--- src/rtl/cmt_pkg.sv ---
// Package for the cycle timer unit capture block: offsets, fields, reset values, codes
package cmt_pkg;

  // Register port geometry
  localparam int unsigned CMT_AW = 4;
  localparam int unsigned CMT_DW = 16;

  // Register offsets
  localparam logic [3:0] CMT_OFF_CTRL = 4'h0;
  localparam logic [3:0] CMT_OFF_STAT = 4'h1;
  localparam logic [3:0] CMT_OFF_IER = 4'h2;
  localparam logic [3:0] CMT_OFF_CNT = 4'h3;
  localparam logic [3:0] CMT_OFF_CAP = 4'h4;
  localparam logic [3:0] CMT_OFF_MSTP = 4'h5;

  // Timer control register fields
  localparam int unsigned CMT_CTRL_RUN = 0;
  localparam int unsigned CMT_CTRL_EDGE = 1;
  localparam int unsigned CMT_CTRL_MDS = 2;
  localparam int unsigned CMT_CTRL_CKS_LO = 3;
  localparam int unsigned CMT_CTRL_AUX = 6;
  localparam logic [15:0] CMT_CTRL_RST = 16'h0000;
  localparam logic [15:0] CMT_CTRL_MASK = 16'h007F;

  // Timer status register fields, also the layout of the interrupt enable bits
  localparam int unsigned CMT_STAT_CAP = 0;
  localparam int unsigned CMT_STAT_OVF = 1;
  localparam int unsigned CMT_STAT_MODE = 2;
  localparam logic [1:0] CMT_STAT_RST = 2'h0;

  // Unit interrupt enable register fields
  localparam int unsigned CMT_IER_PIN_EN = 7;
  localparam logic [1:0] CMT_IER_RST = 2'h0;

  // Module stop register fields
  localparam int unsigned CMT_MSTP_STOP = 0;
  localparam int unsigned CMT_MSTP_KEEP = 1;
  localparam logic [1:0] CMT_MSTP_RST = 2'h1;

  // Counter values
  localparam logic [15:0] CMT_CNT_RST = 16'h0000;
  localparam logic [15:0] CMT_CNT_MAX = 16'hFFFF;

  // Count clock codes and prescaler
  localparam logic [2:0] CMT_CKS_EXT = 3'h7;
  localparam int unsigned CMT_PRE_W = 12;
  localparam logic [11:0] CMT_PRE_RST = 12'h000;

  // Effective operating mode
  typedef enum logic {
    CMT_MODE_TIMER,
    CMT_MODE_CYCLE
  } cmt_mode_t;

endpackage

--- src/rtl/cmt_pin_sync.sv ---
// Three-stage pin synchroniser with agreement filter and edge pulses
`timescale 1ns/10ps
`default_nettype none

module cmt_pin_sync (
  input wire logic sys_clk,
  input wire logic rst_b,
  input wire logic pin,
  output logic level,
  output logic rise,
  output logic fall
);

  logic s1_q, s2_q, s3_q, lvl_q;
  logic s1_d, s2_d, s3_d, lvl_d;

  // Next state: the stable level moves only when stages two and three agree
  always_comb begin
    s1_d = pin;
    s2_d = s1_q;
    s3_d = s2_q;
    lvl_d = (s2_q == s3_q) ? s3_q : lvl_q;
  end

  // Stage registers
  always_ff @(posedge sys_clk or negedge rst_b) begin
    if (!rst_b) begin
      s1_q <= 1'b0;
      s2_q <= 1'b0;
      s3_q <= 1'b0;
      lvl_q <= 1'b0;
    end else begin
      s1_q <= s1_d;
      s2_q <= s2_d;
      s3_q <= s3_d;
      lvl_q <= lvl_d;
    end
  end

  // One-cycle pulses on a change of the filtered level
  assign level = lvl_q;
  assign rise = lvl_d & ~lvl_q;
  assign fall = ~lvl_d & lvl_q;

endmodule // cmt_pin_sync

`default_nettype wire

--- src/rtl/cmt_capture.sv ---
// Cycle timer unit: counter, input capture, mode control, module stop and registers
`timescale 1ns/10ps
`default_nettype none

// What this block does
// - In timer mode a selected edge on the cycle input pin copies the cycle counter into the capture holding register.
// - The capture flag in the timer status register is set in the same cycle as that capture.
// - The edge polarity select bit picks rising or falling edges of the cycle input as the capture trigger.
// - Clearing measure mode select in cycle measurement mode together with a selected edge keeps that mode until the next selected edge.
// - After reset the module stop control holds the unit stopped, and software may let it run while stopped.
// - The unit's registers are reachable by software only once the unit is released from module stop.
// - With the cycle input pin enable bit at 1 and the auxiliary select bit clear the shared pin serves as the unit's cycle input.
module cmt_capture
  import cmt_pkg::*;
(
  input wire logic sys_clk,
  input wire logic rst_b,
  input wire logic [3:0] reg_addr,
  input wire logic [15:0] reg_wdata,
  input wire logic reg_wr,
  input wire logic reg_rd,
  output logic [15:0] reg_rdata,
  input wire logic cycle_input_pin,
  input wire logic external_count_clock_pin,
  input wire logic aux_measure_input_pin,
  output logic cycle_input_pin_select,
  output logic irq
);

  // Prescaler tick for the chosen count clock
  function automatic logic cmt_tick(input logic [2:0] cks, input logic [11:0] pre, input logic ext_rise);
    logic t;
    t = 1'b0;
    case (cks)
      3'h0: t = 1'b1;
      3'h1: t = pre[0];
      3'h2: t = &pre[2:0];
      3'h3: t = &pre[4:0];
      3'h4: t = &pre[5:0];
      3'h5: t = &pre[7:0];
      3'h6: t = &pre[11:0];
      default: t = ext_rise;
    endcase
    return t;
  endfunction

  // Edge chosen by a polarity bit: 0 rising, 1 falling
  function automatic logic cmt_edge(input logic pol, input logic rise, input logic fall);
    return pol ? fall : rise;
  endfunction

  // Register state
  logic [15:0] ctrl_q, ctrl_d;
  logic [1:0] stat_q, stat_d;
  logic [1:0] ie_q, ie_d;
  logic pin_en_q, pin_en_d;
  logic [1:0] mstp_q, mstp_d;
  logic [15:0] cnt_q, cnt_d;
  logic [15:0] cap_q, cap_d;
  logic [11:0] pre_q, pre_d;
  logic [15:0] rdata_q, rdata_d;
  cmt_mode_t mode_q, mode_d;
  logic hold_q, hold_d;

  // Synchronised pin edges; the filtered levels themselves are not needed here
  logic cyc_rise, cyc_fall;
  logic ext_rise;
  logic aux_rise, aux_fall;

  // Decoded access and events
  logic acc_ok;
  logic wr_ctrl, wr_stat, wr_ier, wr_cnt, wr_mstp;
  logic unit_on;
  logic run;
  logic tick;
  logic src_rise, src_fall;
  logic sel_edge;
  logic cap_evt;
  logic ovf_evt;
  logic mds_clr_wr;

  // Pin synchronisers for the cycle input, external clock and auxiliary input
  cmt_pin_sync u_sync_cyc (
    .sys_clk(sys_clk),
    .rst_b(rst_b),
    .pin(cycle_input_pin),
    .level(),
    .rise(cyc_rise),
    .fall(cyc_fall)
  );

  cmt_pin_sync u_sync_ext (
    .sys_clk(sys_clk),
    .rst_b(rst_b),
    .pin(external_count_clock_pin),
    .level(),
    .rise(ext_rise),
    .fall()
  );

  cmt_pin_sync u_sync_aux (
    .sys_clk(sys_clk),
    .rst_b(rst_b),
    .pin(aux_measure_input_pin),
    .level(),
    .rise(aux_rise),
    .fall(aux_fall)
  );

  // Unit runs unless module-stopped without the keep-running option
  assign unit_on = ~mstp_q[CMT_MSTP_STOP] | mstp_q[CMT_MSTP_KEEP];
  assign acc_ok = ~mstp_q[CMT_MSTP_STOP];

  // Write strobes per register; unit registers are blocked while stopped
  always_comb begin
    wr_ctrl = 1'b0;
    wr_stat = 1'b0;
    wr_ier = 1'b0;
    wr_cnt = 1'b0;
    wr_mstp = 1'b0;
    if (reg_wr && reg_addr == CMT_OFF_MSTP) begin
      wr_mstp = 1'b1;
    end else if (reg_wr && acc_ok && reg_addr == CMT_OFF_CTRL) begin
      wr_ctrl = 1'b1;
    end else if (reg_wr && acc_ok && reg_addr == CMT_OFF_STAT) begin
      wr_stat = 1'b1;
    end else if (reg_wr && acc_ok && reg_addr == CMT_OFF_IER) begin
      wr_ier = 1'b1;
    end else if (reg_wr && acc_ok && reg_addr == CMT_OFF_CNT) begin
      wr_cnt = 1'b1;
    end
  end

  // Capture source: the enabled cycle pin or the auxiliary input
  always_comb begin
    if (ctrl_q[CMT_CTRL_AUX]) begin
      src_rise = aux_rise;
      src_fall = aux_fall;
    end else begin
      src_rise = cyc_rise & pin_en_q;
      src_fall = cyc_fall & pin_en_q;
    end
  end

  // Selected edge, count tick and events
  assign sel_edge = unit_on & cmt_edge(ctrl_q[CMT_CTRL_EDGE], src_rise, src_fall);
  assign run = unit_on & ctrl_q[CMT_CTRL_RUN];
  // With the external clock code the tick is a rising edge of the external clock pin only, never the auxiliary pin
  assign tick = run & cmt_tick(ctrl_q[CMT_CTRL_CKS_LO +: 3], pre_q, ext_rise);
  assign cap_evt = sel_edge;
  assign ovf_evt = tick & (cnt_q == CMT_CNT_MAX) & ~(cap_evt && mode_q == CMT_MODE_CYCLE);
  assign mds_clr_wr = wr_ctrl & ctrl_q[CMT_CTRL_MDS] & ~reg_wdata[CMT_CTRL_MDS];

  // Control, status, enable and module stop registers
  always_comb begin
    ctrl_d = ctrl_q;
    stat_d = stat_q;
    ie_d = ie_q;
    pin_en_d = pin_en_q;
    mstp_d = mstp_q;
    if (wr_ctrl) begin
      ctrl_d = reg_wdata & CMT_CTRL_MASK;
    end
    if (wr_ier) begin
      ie_d = reg_wdata[CMT_STAT_OVF:CMT_STAT_CAP];
      pin_en_d = reg_wdata[CMT_IER_PIN_EN];
    end
    if (wr_mstp) begin
      mstp_d = reg_wdata[CMT_MSTP_KEEP:CMT_MSTP_STOP];
    end
    // Write one to clear, then events set; the set wins
    if (wr_stat) begin
      stat_d = stat_q & ~reg_wdata[CMT_STAT_OVF:CMT_STAT_CAP];
    end
    if (cap_evt) begin
      stat_d[CMT_STAT_CAP] = 1'b1;
    end
    if (ovf_evt) begin
      stat_d[CMT_STAT_OVF] = 1'b1;
    end
  end

  // Register storage
  always_ff @(posedge sys_clk or negedge rst_b) begin
    if (!rst_b) begin
      ctrl_q <= CMT_CTRL_RST;
      stat_q <= CMT_STAT_RST;
      ie_q <= CMT_IER_RST;
      pin_en_q <= 1'b0;
      mstp_q <= CMT_MSTP_RST;
    end else begin
      ctrl_q <= ctrl_d;
      stat_q <= stat_d;
      ie_q <= ie_d;
      pin_en_q <= pin_en_d;
      mstp_q <= mstp_d;
    end
  end

  // Effective mode; a mode-select clear that meets an edge is held off
  always_comb begin
    mode_d = mode_q;
    hold_d = hold_q;
    case (mode_q)
      CMT_MODE_CYCLE: begin
        if (hold_q) begin
          if (ctrl_q[CMT_CTRL_MDS]) begin
            hold_d = 1'b0;
          end else if (sel_edge) begin
            mode_d = CMT_MODE_TIMER;
            hold_d = 1'b0;
          end
        end else if (mds_clr_wr && sel_edge) begin
          hold_d = 1'b1;
        end else if (!ctrl_q[CMT_CTRL_MDS]) begin
          mode_d = CMT_MODE_TIMER;
        end
      end
      default: begin
        if (ctrl_q[CMT_CTRL_MDS]) begin
          mode_d = CMT_MODE_CYCLE;
        end
      end
    endcase
  end

  // Mode storage
  always_ff @(posedge sys_clk or negedge rst_b) begin
    if (!rst_b) begin
      mode_q <= CMT_MODE_TIMER;
      hold_q <= 1'b0;
    end else begin
      mode_q <= mode_d;
      hold_q <= hold_d;
    end
  end

  // Prescaler, counter and capture holding register
  always_comb begin
    pre_d = pre_q;
    cnt_d = cnt_q;
    cap_d = cap_q;
    if (run) begin
      pre_d = pre_q + 12'h001;
    end
    if (tick) begin
      cnt_d = cnt_q + 16'h0001;
    end
    if (cap_evt) begin
      cap_d = cnt_q;
      if (mode_q == CMT_MODE_CYCLE) begin
        cnt_d = CMT_CNT_RST;
      end
    end
    if (wr_cnt) begin
      cnt_d = reg_wdata;
    end
  end

  // Counter storage
  always_ff @(posedge sys_clk or negedge rst_b) begin
    if (!rst_b) begin
      pre_q <= CMT_PRE_RST;
      cnt_q <= CMT_CNT_RST;
      cap_q <= CMT_CNT_RST;
    end else begin
      pre_q <= pre_d;
      cnt_q <= cnt_d;
      cap_q <= cap_d;
    end
  end

  // Read mux; data stand only in the cycle after the strobe
  always_comb begin
    rdata_d = 16'h0000;
    if (reg_rd && reg_addr == CMT_OFF_MSTP) begin
      rdata_d = {14'h0000, mstp_q};
    end else if (reg_rd && !acc_ok) begin
      rdata_d = 16'h0000;
    end else if (reg_rd && reg_addr == CMT_OFF_CTRL) begin
      rdata_d = ctrl_q;
    end else if (reg_rd && reg_addr == CMT_OFF_STAT) begin
      rdata_d = {13'h0000, mode_q == CMT_MODE_CYCLE, stat_q};
    end else if (reg_rd && reg_addr == CMT_OFF_IER) begin
      rdata_d = {8'h00, pin_en_q, 5'h00, ie_q};
    end else if (reg_rd && reg_addr == CMT_OFF_CNT) begin
      rdata_d = cnt_q;
    end else if (reg_rd && reg_addr == CMT_OFF_CAP) begin
      rdata_d = cap_q;
    end
  end

  // Read data register
  always_ff @(posedge sys_clk or negedge rst_b) begin
    if (!rst_b) begin
      rdata_q <= 16'h0000;
    end else begin
      rdata_q <= rdata_d;
    end
  end

  // Outputs
  assign reg_rdata = rdata_q;
  assign cycle_input_pin_select = pin_en_q;
  assign irq = |(stat_q & ie_q);

endmodule // cmt_capture

`default_nettype wire

--- config.mk ---
export PLATFORM = sky130hd
export DESIGN_NAME = cmt_capture
export DESIGN_NICKNAME = d
export VERILOG_FILES = /design/src/rtl/cmt_pkg.sv /design/src/rtl/cmt_pin_sync.sv /design/src/rtl/cmt_capture.sv
export SDC_FILE = /design/constraint.sdc
export NUM_CORES = 1
export LEC_CHECK = 0
export ABC_AREA = 0
export BUFFER_PORTS_ARGS = -buffer_cell sky130_fd_sc_hd__buf_2
export CAP_MARGIN = 25
export CORE_UTILIZATION = 46
export CTS_CLUSTER_DIAMETER = 200
export DETAILED_ROUTE_END_ITERATION = 12
export GPL_ROUTABILITY_DRIVEN = 0
export PLACE_DENSITY = 0.73
export SLEW_MARGIN = 10
export SYNTH_ARGS = -nofsm -noshare
export SYNTH_HDL_FRONTEND = slang
export SYNTH_SLANG_ARGS = --single-unit
export TNS_END_PERCENT = 10
--- constraint.sdc ---
create_clock -name sys_clk -period 3.1 [get_ports sys_clk]
set_clock_uncertainty 0.2 [all_clocks]
set_input_delay 0.155 -clock sys_clk [delete_from_list [all_inputs] [get_ports sys_clk]]
set_output_delay 0.155 -clock sys_clk [all_outputs]
set_load 0.02 [all_outputs]
Word-level counts from Yosys, hierarchy flattened
Index checks and enable logic that the tools add are counted.
{"block": "totals", "ff_bits": 88, "inputBits": 27, "output_inout_bits": 18, "word_cells": 137}
{"block": "classes", "add_sub_neg": 2, "n_eq_ne": 15, "mux": 45, "bitwise_logic": 26, "n_reduce_logical": 25}
{"op": "2-to-1 mux 16 bit", "count": 11}
{"op": "2-to-1 mux 1 bit", "count": 32}
{"op": "adder 16 x 1 -> 16 bit, second input constant", "count": 1}
{"op": "equality test 16 bit, second input constant", "count": 1}
{"op": "logical AND 1 bit", "count": 15}
{"op": "AND 1 bit", "count": 14}
{"op": "adder 12 x 1 -> 12 bit, second input constant", "count": 1}
{"op": "AND reduction 12 bit", "count": 1}
{"op": "equality test 3 bit, second input constant", "count": 3}
{"op": "equality test 4 x 2 -> 1 bit, second input constant", "count": 2}
{"op": "equality test 4 x 3 -> 1 bit, second input constant", "count": 2}
{"op": "inverter 1 bit", "count": 8}
{"op": "AND reduction 8 bit", "count": 1}
{"op": "case mux 1 bit (7 select lines)", "count": 1}
{"op": "equality test 3 x 2 -> 1 bit, second input constant", "count": 2}
{"op": "AND reduction 6 bit", "count": 1}
{"op": "AND reduction 5 bit", "count": 1}
{"op": "AND 2 bit", "count": 2}
{"op": "equality test 4 x 1 -> 1 bit, second input constant", "count": 1}
{"op": "logical NOT 4 bit", "count": 1}
{"op": "nonzero test 2 bit", "count": 2}
{"op": "equality test 1 bit", "count": 3}
{"op": "equality test 3 x 1 -> 1 bit, second input constant", "count": 1}
{"op": "logical NOT 3 bit", "count": 1}
{"op": "5 further kinds", "count": 5}

Logic depth before layout (Yosys ltp)
Gate-level depths: netlist of run 1.
{"block": "logic_depth", "depth_word": 12, "mapped_depth": 10, "depth_no_buf": 9}

By module
Synthesis of run 1 repeated with hierarchy kept, for this count alone.
{"block": "unflattened", "hier_cells": 357, "hier_area_um2": 4095.2}
{"module": "cmt_capture", "n_inst": 1, "cells_per_inst": 336, "area_each_um2": 3708.6, "seq_area_each_um2": 1903.1}
{"module": "cmt_pin_sync", "n_inst": 3, "cells_per_inst": 7, "area_each_um2": 128.9, "seq_area_each_um2": 100.1}

Worst setup path after synthesis of run 1
Ideal clock, no wire load.
{"block": "synth_timing", "kind": "flip-flop to flip-flop", "startpoint": "register pre_q[0]", "endpoint": "register cnt_q[15]", "setup_time_ps": 131, "arrival_ps": 2163, "required_ps": 2769, "slack_ps": 606, "path_stages_with_launch": 11, "period_less_slack_ps": 2494, "cell_sequence": "dfrtp_1 ha_1 and3_1 ha_1 or3b_1 o21ai_1 a2111o_4 buf_6 a211oi_4 and2_1 o211ai_1"}
{"block": "synth_via", "elab_chain_len": 7, "elab_cells_between_ends": 11, "cone_classes": "mux (5); bitwise (1); reduce/logical (5)"}
{"item": "from (decl)", "line_no": "cmt_capture.sv:60", "source": "logic [11:0] pre_q, pre_d;"}
{"item": "from (signal assigned)", "line_no": "cmt_capture.sv:267", "source": "pre_q <= pre_d;"}
{"item": "AND reduction 12 bit, or another cell as far along", "line_no": "cmt_capture.sv:41", "source": "3'h6: t = &pre[11:0];"}
{"item": "case mux 1 bit (7 select lines) *", "line_no": "cmt_capture.sv:34", "source": "case (cks)"}
{"item": "AND 1 bit *", "line_no": "cmt_capture.sv:149", "source": "assign tick = run & cmt_tick(ctrl_q[CMT_CTRL_CKS_LO +: 3], pre_q, ext_rise);"}
{"item": "2-to-1 mux 16 bit *", "line_no": "cmt_capture.sv:246", "source": "if (tick) begin"}
{"item": "2-to-1 mux 16 bit", "line_no": "cmt_capture.sv:251", "source": "if (mode_q == CMT_MODE_CYCLE) begin"}
{"item": "2-to-1 mux 16 bit *", "line_no": "cmt_capture.sv:249", "source": "if (cap_evt) begin"}
{"item": "2-to-1 mux 16 bit *", "line_no": "cmt_capture.sv:255", "source": "if (wr_cnt) begin"}
{"item": "via cnt_d[15]", "line_no": "cmt_capture.sv:58", "source": "logic [15:0] cnt_q, cnt_d;"}
{"item": "to (signal assigned)", "line_no": "cmt_capture.sv:268", "source": "cnt_q <= cnt_d;"}
{"item": "to (decl)", "line_no": "cmt_capture.sv:58"}
Mark *: on every way through the listed nets, which the timed path passes. The rest lies on a longest branch.
A chain may end at the register's enable or synchronous reset.

Worst setup path in the final report of run 1
{"block": "layout_timing", "startpoint": "register pre_q[0]", "endpoint": "register cnt_q[9]"}
Same word-level chain as after synthesis.

==> results.sh, run 1 <==
export IMPL_status="complete, no violations"
export IMPL_hold_violations=0
export IMPL_switchingPower_mw=0.9929
export IMPL_core_area_sq_mm=0.008678
export IMPL_numCtsBuffers=9
export IMPL_rows=34
export IMPL_drive_above_1_share_pct=26.10
export IMPL_power_density_mw_per_mm2=628.1
export IMPL_synth_cell_types=59
export IMPL_final_max_slew_viol_count=0
export IMPL_placed_cells=500
export IMPL_wl_met3_microns=370
export IMPL_slowest_delay_ps=630
export IMPL_fin_cells=541
export IMPL_avgSynthCellArea_sq_um=11.50
export IMPL_finalSetupViolCount=0
export IMPL_dieArea_sq_mm=0.009279
export IMPL_critPathMaxFanout=15
export IMPL_io_pins=45
export IMPL_initial_utilization_pct=47.16
export IMPL_fin_crit_ps=2691
export IMPL_pwr_share_comb_pct=21.0
export IMPL_vias=3014
export IMPL_startpoint_type="flop"
export IMPL_grt_pass1_vias=2974
export IMPL_endpoint_kind="flop"
export IMPL_dr_pass1_iters=4
export IMPL_path_buf_inv=0
export IMPL_viasPerCell=5.571
export IMPL_drtIter0Drc=176
export IMPL_rsz0062_at_grt="no"
export IMPL_critPathSlowestCell="a2111o_4"
export IMPL_worstPathRequired_ps=3130
export IMPL_antenna_cells=0
export IMPL_grt_start_max_net_pins=55
export IMPL_htreeDepth=3
export IMPL_die_w_microns=96.33
export IMPL_yosysTopAreaCell="dfrtp_1"
export IMPL_ys_async_sr_fraction_pct=100.0
export IMPL_met2WireLength_microns=4258
export IMPL_fp_dieH_microns=96.33
export IMPL_worst_slew_pin_slew_ps=911.3
export IMPL_internal_power_mw=2.067
export IMPL_postCtsSetupRepairBufs=0
export IMPL_post_drt_wl_per_cell_microns=16.30
export IMPL_clk_pin_slew_ps=90
export IMPL_p_leak_nw=2.129
export IMPL_cts_repair_resized=0
export IMPL_wl_met1_microns=3988
export IMPL_fillCellCount=720
export IMPL_period_share_pct=86.80
export IMPL_power_mw=3.060
export IMPL_pwr_share_clk_pct=25.1
export IMPL_wirelength_microns=8817
export IMPL_grt_pass1_wl_microns=14840
export IMPL_cts_buffer_depth=2
export IMPL_cts_root_buf="clkbuf_8"
export IMPL_clock_fmax_mhz=371.6
export IMPL_synth_edf_count=0
export IMPL_numClockSinks=88
export IMPL_setup_tns_ps=0
export IMPL_antenna_found_initial=0
export IMPL_cp_arrival_ps=2720
export IMPL_crit_chain="ha_1 -> and3_1 -> ha_1 -> or3b_1 -> o21ai_1 -> a2111o_4 -> a2111oi_2 -> xnor2_1 -> o21ai_1"
export IMPL_drc_errors=0
export IMPL_seq_power_share_pct=53.9
export IMPL_highest_layer="met4"
export IMPL_yosysSeqAreaShare_pct=53.84
export IMPL_synth_top_area_share_pct=53.19
export IMPL_synthFlopType="dfrtp_1"
export IMPL_grt_use_total_pct=21.54
export IMPL_clkLatencyLatePin_ps=360
export IMPL_peakVddDrop_mv=0.2530
export IMPL_grt_overflow=0
export IMPL_worstSetupPathType="reg2reg"
export IMPL_syn_area_sq_mm=0.004093
export IMPL_ys_ff_latch=88
export IMPL_syn_num_nets=387
export IMPL_synth_warnings=0
export IMPL_cts_hold_buffers=25
export IMPL_dpl_hpwl_microns=6106
export IMPL_syn_inst=356
export IMPL_port_buffer_count=44
export IMPL_timing_hold_ws_ps=84.53
export IMPL_relSlewSlack_pct=38.39
export IMPL_final_nets=459
export IMPL_register_area_sq_mm=0.002203
export IMPL_swShare_pct=32.45
export IMPL_ant_nets=0
export IMPL_multi_input_area_sq_mm=0.001815
export IMPL_hold_class="in2reg"
export IMPL_areaGrowthSynthToFinish_pct=19.02
export IMPL_crit_family="compound AO/OA/AOI/OAI gates"
export IMPL_synth_area_leaders="dfrtp_1, mux2_2, xnor2_1"
export IMPL_tritoncts="done"
export IMPL_max_cap_viol_count=0
==> state kept, by name, summed over array words and instances (netlist names), 2 cells and up <==
name	cells
cap_q	16
stat_q	2
ctrl_q	7
reg_rdata	16
mstp_q	2
cnt_q	16
ie_q	2
pre_q	12
==> layout by cell type (no fill, tap or decap), types with 4 or more instances in the layout <==
cell type      count
dfrtp_1           87
nand2_1           46
buf_2             43
mux2_2            30
dlygate4sd3_1     25
nor2_1            20
xnor2_1           20
o21ai_1           16
a22oi_1           12
nand3_1           12
clkbuf_8          11
a21oi_1           10
nand4_1            7
o21ai_0            6
buf_4              6
and3_1             5
a2111oi_2          5
inv_1              4
mux2i_1            4
and2_1             4
ha_1               4
==> cell usage after synthesis (2+ instances only) <==
master	instances
buf_2	2
dfrtp_1	87
nand3_1	12
maj3_1	3
nor3_1	2
and3_1	5
xor2_1	3
a22oi_1	12
nor4b_1	2
a2111oi_2	5
mux2i_1	4
nand2_1	46
a21oi_1	10
nand4_1	7
xnor2_1	20
and2_1	4
inv_1	4
a221oi_1	3
clkbuf_1	9
nor2_1	20
o21ai_1	16
nor2b_1	2
nor3b_1	2
o21ai_0	6
ha_1	4
mux2_2	30
o2bb2ai_1	2
a211oi_2	3
==> worst register-to-register path: cells and delay by family, from the launching register on <==
family,cells,cell delay (ps)
DFF,1,410
adders and majority gates,2,330
xor gates and xnor gates,1,170
and+or+nand+nor,2,290
AOI/OAI and AO/OA,4,1160
==> path summary, 6_finish.rpt <==
| check | startpoint | to | slack, ps | cells after the start |
|---|---|---|---|---|
| setup / recovery | pre_q[0]$_DFFE_PN0P_ | cnt_q[9]$_DFF_PN0_ | 410 | 9 |
| hold / removal | reg_addr[2] | reg_rdata[1]$_DFF_PN0_ | 80 | 4 |
| setup reg to reg | pre_q[0]$_DFFE_PN0P_ | cnt_q[9]$_DFF_PN0_ | 410 | 9 |
| hold reg to reg | u_sync_aux.s1_q$_DFF_PN0_ | u_sync_aux.s2_q$_DFF_PN0_ | 150 | 0 |
| max in group asynchronous | rst_b | cnt_q[4]$_DFF_PN0_ | 1830 | 3 |
| min in group asynchronous | rst_b | u_sync_aux.s1_q$_DFF_PN0_ | 160 | 2 |
==> power groups by stage <==
stage	Combinational, mW	Sequential, mW	Clock (mW)
4_1_cts	0.652	1.64	0.787
5_1_grt	0.729	1.69	0.836
2_1_floorplan	0.486	1.59	0
6_report	0.643	1.65	0.767
3_5_place_dp	0.626	1.67	0
3_3_place_gp	0.597	1.65	0
==> metrics by stage <==
step                utilization (%)  worst slack (ps)  instance area, sq um
floorplan                         -             606.1                  4093
global placement              51.04             514.7                  4429
detailed placement            51.04             418.6                  4429
CTS                           56.13             406.4                  4871
global route                  56.13             236.4                  4871
finish                        56.13             409.2                  4871
==> cell type report <==
type	count	share of cell area [%]
Clock buffer	11	3.108
Multi-Input combinational cell	251	37.27
Sequential cell	88	45.23
Inverter	4	0.3082
Clock inverter	5	0.8220
Timing Repair Buffer	74	10.48
Tap cell	108	2.774
==> per-layer routing <==
metal  GRT usage (%)  vias up
met5               0        -
met4           9.436        0
met3           4.423       18
met2           33.45       75
met1           29.20     1482
li1                -     1439
==> logic make-up (layout without fill, tap and decap cells) <==
kind of cell / Yosys count / after routing / share of synthesized area, %
simple gates: 114 / 114 / 14.40
flops: 88 / 88 / 53.84
compound gates: 73 / 73 / 13.85
mux: 34 / 34 / 9.233
xor+xnor: 23 / 23 / 4.922
buf+inv: 17 / 94 / 1.803
fa+ha+maj: 7 / 7 / 1.957
Power figures use the tool's default switching activity.
==> inputs of run 2 (changes only) <==
Settings changed: CORE_UTILIZATION 46 to 58, PLACE_DENSITY 0.73 to 0.87.
==> results.sh, run 2 (synthesis results as in run 1) <==
export IMPL_endpoint_kind="flop"
export IMPL_status="complete, no violations"
export IMPL_final_max_slew_viol_count=0
export IMPL_dieArea_sq_mm=0.007396
export IMPL_antenna_cells=0
export IMPL_initial_utilization_pct=60.24
export IMPL_layout_commonest_cell="dfrtp_1"
export IMPL_fp_dieH_microns=86
export IMPL_drive_above_1_share_pct=26.16
export IMPL_antenna_found_initial=0
export IMPL_worstReg2RegEnd="cnt_q[9]$_DFF_PN0_"
export IMPL_grt_overflow=0
export IMPL_clk_pin_slew_ps=100
export IMPL_grt_pass1_vias=3190
export IMPL_critPathMaxFanout=15
export IMPL_worstPathRequired_ps=3130
export IMPL_drc_errors=0
export IMPL_hold_violations=0
export IMPL_port_buffer_count=44
export IMPL_max_cap_viol_count=0
export IMPL_viasPerCell=6.044
export IMPL_layout_common_cells="dfrtp_1, nand2_1, buf_2"
export IMPL_ant_nets=0
export IMPL_clock_fmax_mhz=365.1
export IMPL_dpl_hpwl_microns=5985
export IMPL_cts_buffer_depth=2
export IMPL_period_share_pct=88.35
export IMPL_fillCellCount=446
export IMPL_numCtsBuffers=9
export IMPL_rows=30
export IMPL_register_area_sq_mm=0.002203
export IMPL_hold_class="in2async"
export IMPL_vias=3191
export IMPL_cp_arrival_ps=2770
export IMPL_numClockSinks=88
export IMPL_areaGrowthSynthToFinish_pct=18.56
export IMPL_rr_startpoint="pre_q[0]$_DFFE_PN0P_"
export IMPL_rsz0062_at_grt="no"
export IMPL_power_mw=3.049
export IMPL_fin_crit_ps=2739
export IMPL_place_ws_ps=367.1
export IMPL_power_density_mw_per_mm2=628.5
export IMPL_p_leak_nw=2.131
export IMPL_timing_hold_ws_ps=6.057
export IMPL_clkLatencyLatePin_ps=370
export IMPL_tritoncts="done"
export IMPL_grt_use_total_pct=27.22
export IMPL_final_nets=458
export IMPL_htreeDepth=3
export IMPL_setup_ws_ps=361.1
export IMPL_post_drt_wl_per_cell_microns=17.26
export IMPL_worstSetupPathType="reg2reg"
export IMPL_core_area_sq_mm=0.006794
export IMPL_worst_slew_pin_slew_ps=788.9
export IMPL_grt_start_max_net_pins=68
export IMPL_relSlewSlack_pct=46.66
export IMPL_dr_pass1_iters=5
export IMPL_finalSetupViolCount=0
export IMPL_rrSetupSlack_ps=360
export IMPL_drtIter0Drc=299
export IMPL_io_pins=45
export IMPL_die_w_microns=86
export IMPL_cts_root_buf="clkbuf_8"
export IMPL_grt_pass1_wl_microns=15210
export IMPL_multi_input_area_sq_mm=0.001815
export IMPL_peakVddDrop_mv=0.3825
export IMPL_rr_worst_depth=9
export IMPL_wirelength_microns=9112
export IMPL_setup_tns_ps=0
export IMPL_startpoint_type="flop"
## run 2: cell types whose count changed in the layout (fill, tap and decap cells not counted), sizes merged
cell | before | now
clkbuf | 11 | 9
inv | 5 | 7
dlygate4sd3 | 25 | 24
## run 2: what timing repair did
item | in CTS | in global routing
setup buffers | 0 | 0
hold buffers | 24 | 0
endpoints found under the hold margin | 124 | 0
resized for setup | 0 | 0
setup endpoints to repair | 0 | 0
## run 2: stage by stage
stage	instances	area, sq um	util (%)
after floorplan	356	4093	-
after global placement	487	4407	64.86
after detailed placement	488	4434	65.27
after CTS	528	4852	71.42
after global routing	528	4852	71.42
final	528	4852	71.42
## run 2: how the worst max path moves through the flow
stage,from,end,slack [ps],cells past startpoint
final,pre_q[0]$_DFFE_PN0P_,cnt_q[9]$_DFF_PN0_,360,9
after global routing,pre_q[0]$_DFFE_PN0P_,cnt_q[9]$_DFF_PN0_,200,9
after CTS,pre_q[0]$_DFFE_PN0P_,cnt_q[9]$_DFF_PN0_,350,9
after detailed placement,pre_q[0]$_DFFE_PN0P_,cnt_q[9]$_DFF_PN0_,370,9
after global placement,pre_q[0]$_DFFE_PN0P_,cnt_q[11]$_DFF_PN0_,520,9
after floorplan,pre_q[0]$_DFFE_PN0P_,cnt_q[15]$_DFF_PN0_,610,10
## run 2: critical path, cell delays in order (launching register included)
cell and delay [ps]:
dfrtp_1 420, ha_1 190, and3_1 210, ha_1 150
or3b_1 90, o21ai_1 70, a2111o_4 640, a2111oi_2 390
xnor2_1 160, o21ai_1 90
## run 2: layout make-up
type,count,area share [%]
clock inverter,7,1.109
sequential,88,45.41
tap,96,2.476
multi-input combinational,251,37.42
clock buffer,9,2.553
inverter,4,0.3094
timing repair buffer,73,10.73
## run 2: metal layers
metal | track usage [%] | routed length [microns] | vias to the layer above
met1 | 34.69 | 3767 | 1592
met4 | 13.33 | 240 | 0
met2 | 44.30 | 4573 | 138
met5 | 0 | 0 | -
met3 | 5.871 | 531 | 29
li1 | - | - | 1432
## run 2: report_power, final
group | internal, mW | switching [mW]
sequential | 1.39 | 0.271
combinational | 0.340 | 0.315
clock | 0.298 | 0.435
total | 2.03 | 1.02
